===== src/pkg/ppc_defs.svh =====
// Behaviour
// - Bit 7 disables both debug pin pullups.
// - Bit 6 disables test-access pin pulls.
// - Bit 5 disables interrupt/watchdog pin pullup.
// - Bit 4 disables host control pin pulls.
// - Bit 3 disables host data bus holders.
// - Bit 2 disables memory control pin features.
// - Bit 1 disables memory data bus holders.
// - Bit 0 disables memory address bus holders.
// - At 0x8800, upper byte zero, reset 0.
// - Pull follows bit regardless of pin function.
`ifndef PPC_DEFS_SVH
`define PPC_DEFS_SVH
`define PPC_ADDR_REG       16'h8800
`define PPC_RESET_VALUE    8'h00
`define PPC_RESET_BIT      1'b0
`define PPC_BIT_DEBUG      7
`define PPC_BIT_TEST       6
`define PPC_BIT_INTR       5
`define PPC_BIT_HOST_CTRL  4
`define PPC_BIT_HOST_DATA  3
`define PPC_BIT_MEM_CTRL   2
`define PPC_BIT_MEM_DATA   1
`define PPC_BIT_MEM_ADDR   0
`define PPC_RESERVED_READ  8'h00
`define PPC_READ_NONE      16'h0000
`endif


===== src/pkg/ppc_pkg.sv =====
`default_nettype none
package ppc_pkg;
  typedef struct packed {
    logic debug_pin_pull_disable;
    logic test_pin_pull_disable;
    logic intr_pin_pull_disable;
    logic host_ctrl_pull_disable;
    logic host_data_hold_disable;
    logic mem_ctrl_pull_disable;
    logic mem_data_hold_disable;
    logic mem_addr_hold_disable;
  } ppc_ctrl_t;

  typedef struct packed {
    logic debug_pull_en;
    logic test_pull_en;
    logic intr_pull_en;
    logic host_ctrl_pull_en;
    logic host_data_hold_en;
    logic mem_ctrl_pull_en;
    logic mem_data_hold_en;
    logic mem_addr_hold_en;
  } ppc_pad_en_t;
endpackage : ppc_pkg
`default_nettype wire


===== src/logic/ppc_pad_pull_control.sv =====
// Local design decision: strobed register access.
`timescale 1ns/1ps
`default_nettype none
`include "ppc_defs.svh"
module ppc_pad_pull_control (
  input  wire logic                 core_clk_i,
  input  wire logic                 reset_i,
  input  wire logic [15:0]          addr_i,
  input  wire logic [15:0]          wdata_i,
  input  wire logic                 wr_i,
  input  wire logic                 rd_i,
  output var  logic [15:0]          rdata_o,
  output var  ppc_pkg::ppc_pad_en_t pad_en_o
);

  // ************************************************************
  // Address decode.
  // ************************************************************
  logic hit;
  logic wr_hit;
  logic rd_hit;

  always_comb begin
    if (addr_i == `PPC_ADDR_REG) begin
      hit = 1'b1;
    end else begin
      hit = 1'b0;
    end
  end

  assign wr_hit = wr_i && hit;
  assign rd_hit = rd_i && hit;

  // ************************************************************
  // Control bits and their next values.
  // ************************************************************
  logic debug_pin_pull_disable;
  logic test_pin_pull_disable;
  logic intr_pin_pull_disable;
  logic host_ctrl_pull_disable;
  logic host_data_hold_disable;
  logic mem_ctrl_pull_disable;
  logic mem_data_hold_disable;
  logic mem_addr_hold_disable;

  logic next_debug_pin_pull_disable;
  logic next_test_pin_pull_disable;
  logic next_intr_pin_pull_disable;
  logic next_host_ctrl_pull_disable;
  logic next_host_data_hold_disable;
  logic next_mem_ctrl_pull_disable;
  logic next_mem_data_hold_disable;
  logic next_mem_addr_hold_disable;

  // ************************************************************
  // Write path, one bit for each pin group.
  // ************************************************************
  always_comb begin
    if (wr_hit) begin
      next_debug_pin_pull_disable = wdata_i[`PPC_BIT_DEBUG];
    end else begin
      next_debug_pin_pull_disable = debug_pin_pull_disable;
    end
  end

  always_comb begin
    if (wr_hit) begin
      next_test_pin_pull_disable = wdata_i[`PPC_BIT_TEST];
    end else begin
      next_test_pin_pull_disable = test_pin_pull_disable;
    end
  end

  always_comb begin
    if (wr_hit) begin
      next_intr_pin_pull_disable = wdata_i[`PPC_BIT_INTR];
    end else begin
      next_intr_pin_pull_disable = intr_pin_pull_disable;
    end
  end

  always_comb begin
    if (wr_hit) begin
      next_host_ctrl_pull_disable = wdata_i[`PPC_BIT_HOST_CTRL];
    end else begin
      next_host_ctrl_pull_disable = host_ctrl_pull_disable;
    end
  end

  always_comb begin
    if (wr_hit) begin
      next_host_data_hold_disable = wdata_i[`PPC_BIT_HOST_DATA];
    end else begin
      next_host_data_hold_disable = host_data_hold_disable;
    end
  end

  always_comb begin
    if (wr_hit) begin
      next_mem_ctrl_pull_disable = wdata_i[`PPC_BIT_MEM_CTRL];
    end else begin
      next_mem_ctrl_pull_disable = mem_ctrl_pull_disable;
    end
  end

  always_comb begin
    if (wr_hit) begin
      next_mem_data_hold_disable = wdata_i[`PPC_BIT_MEM_DATA];
    end else begin
      next_mem_data_hold_disable = mem_data_hold_disable;
    end
  end

  always_comb begin
    if (wr_hit) begin
      next_mem_addr_hold_disable = wdata_i[`PPC_BIT_MEM_ADDR];
    end else begin
      next_mem_addr_hold_disable = mem_addr_hold_disable;
    end
  end

  // ************************************************************
  // Control bit registers, all cleared by reset.
  // ************************************************************
  always_ff @(posedge core_clk_i) begin
    if (reset_i) begin
      debug_pin_pull_disable <= `PPC_RESET_BIT;
    end else begin
      debug_pin_pull_disable <= next_debug_pin_pull_disable;
    end
  end

  always_ff @(posedge core_clk_i) begin
    if (reset_i) begin
      test_pin_pull_disable <= `PPC_RESET_BIT;
    end else begin
      test_pin_pull_disable <= next_test_pin_pull_disable;
    end
  end

  always_ff @(posedge core_clk_i) begin
    if (reset_i) begin
      intr_pin_pull_disable <= `PPC_RESET_BIT;
    end else begin
      intr_pin_pull_disable <= next_intr_pin_pull_disable;
    end
  end

  always_ff @(posedge core_clk_i) begin
    if (reset_i) begin
      host_ctrl_pull_disable <= `PPC_RESET_BIT;
    end else begin
      host_ctrl_pull_disable <= next_host_ctrl_pull_disable;
    end
  end

  always_ff @(posedge core_clk_i) begin
    if (reset_i) begin
      host_data_hold_disable <= `PPC_RESET_BIT;
    end else begin
      host_data_hold_disable <= next_host_data_hold_disable;
    end
  end

  always_ff @(posedge core_clk_i) begin
    if (reset_i) begin
      mem_ctrl_pull_disable <= `PPC_RESET_BIT;
    end else begin
      mem_ctrl_pull_disable <= next_mem_ctrl_pull_disable;
    end
  end

  always_ff @(posedge core_clk_i) begin
    if (reset_i) begin
      mem_data_hold_disable <= `PPC_RESET_BIT;
    end else begin
      mem_data_hold_disable <= next_mem_data_hold_disable;
    end
  end

  always_ff @(posedge core_clk_i) begin
    if (reset_i) begin
      mem_addr_hold_disable <= `PPC_RESET_BIT;
    end else begin
      mem_addr_hold_disable <= next_mem_addr_hold_disable;
    end
  end

  // ************************************************************
  // Register image as software sees it.
  // ************************************************************
  ppc_pkg::ppc_ctrl_t pad_pull_control;

  always_comb begin
    pad_pull_control.debug_pin_pull_disable = debug_pin_pull_disable;
    pad_pull_control.test_pin_pull_disable  = test_pin_pull_disable;
    pad_pull_control.intr_pin_pull_disable  = intr_pin_pull_disable;
    pad_pull_control.host_ctrl_pull_disable = host_ctrl_pull_disable;
    pad_pull_control.host_data_hold_disable = host_data_hold_disable;
    pad_pull_control.mem_ctrl_pull_disable  = mem_ctrl_pull_disable;
    pad_pull_control.mem_data_hold_disable  = mem_data_hold_disable;
    pad_pull_control.mem_addr_hold_disable  = mem_addr_hold_disable;
  end

  // ************************************************************
  // Read data, valid in the cycle after the read strobe.
  // ************************************************************
  logic [15:0] next_rdata;

  always_comb begin
    if (rd_hit) begin
      next_rdata = {`PPC_RESERVED_READ, pad_pull_control};
    end else begin
      next_rdata = `PPC_READ_NONE;
    end
  end

  always_ff @(posedge core_clk_i) begin
    if (reset_i) begin
      rdata_o <= `PPC_READ_NONE;
    end else begin
      rdata_o <= next_rdata;
    end
  end

  // ************************************************************
  // Pad enables, active high, independent of pin function.
  // ************************************************************
  always_comb begin
    pad_en_o.debug_pull_en     = ~debug_pin_pull_disable;
    pad_en_o.test_pull_en      = ~test_pin_pull_disable;
    pad_en_o.intr_pull_en      = ~intr_pin_pull_disable;
    pad_en_o.host_ctrl_pull_en = ~host_ctrl_pull_disable;
    pad_en_o.host_data_hold_en = ~host_data_hold_disable;
    pad_en_o.mem_ctrl_pull_en  = ~mem_ctrl_pull_disable;
    pad_en_o.mem_data_hold_en  = ~mem_data_hold_disable;
    pad_en_o.mem_addr_hold_en  = ~mem_addr_hold_disable;
  end

endmodule : ppc_pad_pull_control
`default_nettype wire


===== config.mk =====
export PLATFORM = sky130hd
export DESIGN_NAME = ppc_pad_pull_control
export DESIGN_NICKNAME = d
export VERILOG_FILES = /design/src/pkg/ppc_pkg.sv /design/src/logic/ppc_pad_pull_control.sv
export VERILOG_INCLUDE_DIRS = /design/src /design/src/pkg
export SDC_FILE = /design/constraint.sdc
export NUM_CORES = 1
export LEC_CHECK = 0
export BUFFER_PORTS_ARGS = -buffer_cell sky130_fd_sc_hd__buf_2
export CORE_AREA = 4 4 49 51
export DETAILED_ROUTE_END_ITERATION = 10
export DIE_AREA = 0 0 53 55
export PLACE_DENSITY = 0.87
export SYNTH_ARGS = -nofsm -noshare
export SYNTH_HDL_FRONTEND = slang
export SYNTH_SLANG_ARGS = --single-unit

===== constraint.sdc =====
create_clock -name core_clk_i -period 3.2 [get_ports core_clk_i]
set_input_delay 0.64 -clock core_clk_i [delete_from_list [all_inputs] [get_ports core_clk_i]]
set_output_delay 0.64 -clock core_clk_i [all_outputs]
set_load 0.02 [all_outputs]

==> qor.log <==
INFO  worst_setup_path worstPathCellList=buf_2, nor4b_4, and4_1, nand3_1, a21oi_1
INFO  route          detail_route.first_pass.iterations=4
INFO  route          route.final.wire_length=1586microns
INFO  flow_run       max_cap_violations=0
INFO  run_status     status=completed
INFO  clocking       clock_tree_from_tritoncts=built
INFO  floorplanning  die_outline_area=2915squm
INFO  global_route   first_pass_grt_wire_length=2463microns
INFO  cells_and_area syn_to_final_growth=30.02%
INFO  route          ant_nets=0
INFO  cells_and_area diodes=0
INFO  worst_setup_path worstRegToRegCells=2
INFO  sta            final_min_period_over_clock_period=49.40%
INFO  synthesis      synth_area_leaders=sky130_fd_sc_hd__dfxtp_1 43%, sky130_fd_sc_hd__buf_4 9.1%, sky130_fd_sc_hd__and2_1 6.7%, sky130_fd_sc_hd__nor4b_4 6.4%, sky130_fd_sc_hd__nor4_4 5.7%
INFO  floorplanning  floorplan.die.width=53microns
INFO  worst_setup_path timing.critical_path.from_type=input port
INFO  worst_setup_path worstPathRequired=3410ps
INFO  sta            setup-tns-final=0ps
INFO  synthesis      synth_area=742.0squm
INFO  sta            clock-skew-final=2.699ps
INFO  synthesis      yosysSeqAreaShare=43.17%
INFO  worst_setup_path critical_path_peak_fanout=8
INFO  power          total_leakage_power=0.4273nW
INFO  clocking       cts.sink_count=16
INFO  floorplanning  placementRows=16
INFO  hold_path      hold_depth=1
INFO  global_route   grt_overflow_total=0
INFO  worst_setup_path max_stage_delay=420ps
INFO  global_route   via_count_of_the_first_global_routing_pass=581
INFO  clocking       htreeDepth=1
INFO  sta            hold_viol=0
INFO  clocking       clock-root-buffer=sky130_fd_sc_hd__clkbuf_4
INFO  synthesis      synth.ff_latch_count=16
INFO  worst_setup_path r2r-end=test_pin_pull_disable
INFO  route          wl_per_cell=10.94microns
INFO  power          power.ir.vdd_worst=0.1810mV
INFO  clocking       cts.hold.buffers_added=0
INFO  worst_setup_path critical_path.top_delay_family=simple AND/OR/NAND/NOR gates
INFO  global_route   grt_antenna_before_repair=0
INFO  cells_and_area final_net_count=156
INFO  sta            finalMaxSlewViolations=0
INFO  hold_path      hold_sp=host_data_hold_disable
INFO  route          route.detailed.drc=0
INFO  clocking       post_cts_resized=0
INFO  worst_setup_path critical_path.n_buffers_inverters=1
INFO  hold_path      hold-path-endpoint=rdata_o[3]
INFO  floorplanning  initial_core_util=38.21%
INFO  route          avgViaCountPerCell=4.476
INFO  worst_setup_path crit_path_end_kind=register
INFO  synthesis      netlist.area_leader.share=43.17%
INFO  hold_path      hold_path.class=reg2reg
INFO  sta            rsz0062_at_grt=false
INFO  route          number_of_violations_reported_at_the_end_of_detailed_routing_iteration_0=1
INFO  global_route   grtUsageTotal=11.71%
INFO  sta            highest_attainable_clock_frequency=632.6MHz
INFO  clocking       number_of_buffers_inserted_to_repair_setup_after_cts=0
INFO  placement      place.port_buffers=43
INFO  floorplanning  coreArea=1942squm
INFO  worst_setup_path cp_slowest_cell=sky130_fd_sc_hd__and4_1
INFO  synthesis      netlist.top_cell.by_area=sky130_fd_sc_hd__dfxtp_1
INFO  worst_setup_path timing.setup.critical_path_class=in2reg
INFO  worst_setup_path critPathArrivalTime=1790ps
INFO  synthesis      synthesized_instance_count=76
INFO  clocking       worst_setup_hold_path_clk_slew=80ps
INFO  synthesis      syn_avg_cell_area=9.763squm
INFO  power          power_density=350.1nW/um^2
INFO  route          overall_via_count_from_detail_route=649
INFO  floorplanning  chipHeight=55microns
INFO  worst_setup_path timing.rr.start=test_pin_pull_disable
INFO  worst_setup_path rrSetupSlack=2520ps
INFO  placement      place.gp.congestion=0.7263
INFO  sta            timing.final.setup_violations=0
INFO  cells_and_area drive_above_1_share=44.07%
INFO  clocking       cts_buffers=3
INFO  global_route   grt_start_max_net_pins=10
INFO  synthesis      post_synth_num_cell_types=15
INFO  clocking       cts_buffer_depth=2
INFO  cells_and_area final_core_utilization=49.68%
INFO  floorplanning  pin_count=60
INFO  synthesis      yosys_warnings=0
INFO  clocking       clk_latency=280ps
INFO  sta            tmin_final=1581ps
## area by class of cell
class / count / area (sq um)
Tap cell: 27 / 33.78
Inverter: 9 / 33.78
Clock buffer: 3 / 22.52
Fill cell: 187 / 977.2
Sequential cell: 16 / 320.3
Timing Repair Buffer: 43 / 215.2
Multi-Input combinational cell: 47 / 339.1
## cells by family (layout without fill, tap and decap cells)
group                  Yosys count  in the layout  synth area share [%]
AO/OA/AOI/OAI                   16             16                 10.79
AND/OR/NAND/NOR                 23             23                 30.86
buffers and inverters           20             55                 14.67
other                            1              8                0.5054
flip-flops                      16             16                 43.17
## worst register-to-register path, cell delays in order (launching register included)
cell and delay [ps]:
sky130_fd_sc_hd__dfxtp_1 360, sky130_fd_sc_hd__o21ai_0 100, sky130_fd_sc_hd__a21oi_1 150
## Yosys cell counts (all sizes together)
| master | instances |
|---|---|
| nand4 | 1 |
| and4 | 1 |
| and2 | 8 |
| nor4b | 2 |
| nor3b | 1 |
| conb | 1 |
| buf | 9 |
| clkbuf | 2 |
| inv | 9 |
| o21ai | 8 |
| dfxtp | 16 |
| nand3 | 8 |
| nor4 | 2 |
| a21oi | 8 |
## stage by stage
stage	cell area, sq um	hold WS [ps]	std cells	power [mW]	setup WS (ps)
2_1_floorplan	768.2	446.0	83	0.2286	1603
3_3_place_gp	942.2	463.8	142	0.2423	1384
3_5_place_dp	942.2	469.9	142	0.2432	1312
4_1_cts	964.7	489.6	145	0.3431	1609
5_1_grt	964.7	503.0	145	0.3549	1541
6_report	964.7	482.5	145	0.3377	1619
## cells in the final DEF, fill, tap and decap left out, types with 2 or more instances in the layout
cell	instances
sky130_fd_sc_hd__conb_1	8
sky130_fd_sc_hd__a21oi_1	8
sky130_fd_sc_hd__inv_1	9
sky130_fd_sc_hd__clkbuf_4	3
sky130_fd_sc_hd__o21ai_0	4
sky130_fd_sc_hd__nor4b_4	2
sky130_fd_sc_hd__nand3_1	8
sky130_fd_sc_hd__buf_2	43
sky130_fd_sc_hd__nor4_4	2
sky130_fd_sc_hd__and2_1	8
sky130_fd_sc_hd__o21ai_1	4
sky130_fd_sc_hd__dfxtp_1	16
## power by group
| group | leakage, nW | switching (mW) | total [mW] | internal, mW |
|---|---|---|---|---|
| clock | 0.0138 | 0.0555 | 0.0992 | 0.0437 |
| sequential | 0.129 | 0.000000559 | 0.199 | 0.199 |
| combinational | 0.285 | 0.0239 | 0.0397 | 0.0158 |
| total | 0.427 | 0.0794 | 0.338 | 0.258 |
## flip-flops by register name, summed over array words and instances, names as in the netlist
signal / count
host_ctrl_pull_disable: 1
test_pin_pull_disable: 1
mem_ctrl_pull_disable: 1
rdata_o: 8
mem_data_hold_disable: 1
intr_pin_pull_disable: 1
mem_addr_hold_disable: 1
debug_pin_pull_disable: 1
host_data_hold_disable: 1
## metal layers
| metal | part of all wire, % | routed length, microns | global-route usage [%] | up-vias |
|---|---|---|---|---|
| li1 | - | - | - | 321 |
| met1 | 38 | 599 | 12.28 | 279 |
| met2 | 46 | 724 | 20.66 | 44 |
| met3 | 14 | 227 | 2.681 | 5 |
| met4 | 2.1 | 34 | 8.511 | 0 |
| met5 | 0 | 0 | 0 | - |
## worst max-delay path by stage
stage                            end  depth (start not counted)       start
3_3_place_gp              rdata_o[3]                          5   addr_i[4]
3_5_place_dp              rdata_o[4]                          5   addr_i[4]
6_report       test_pin_pull_disable                          5  addr_i[12]
5_1_grt        mem_data_hold_disable                          5   addr_i[4]
4_1_cts        test_pin_pull_disable                          5   addr_i[4]
2_1_floorplan             rdata_o[0]                          4  addr_i[12]
No activity file was read; power rests on OpenSTA's default activity.
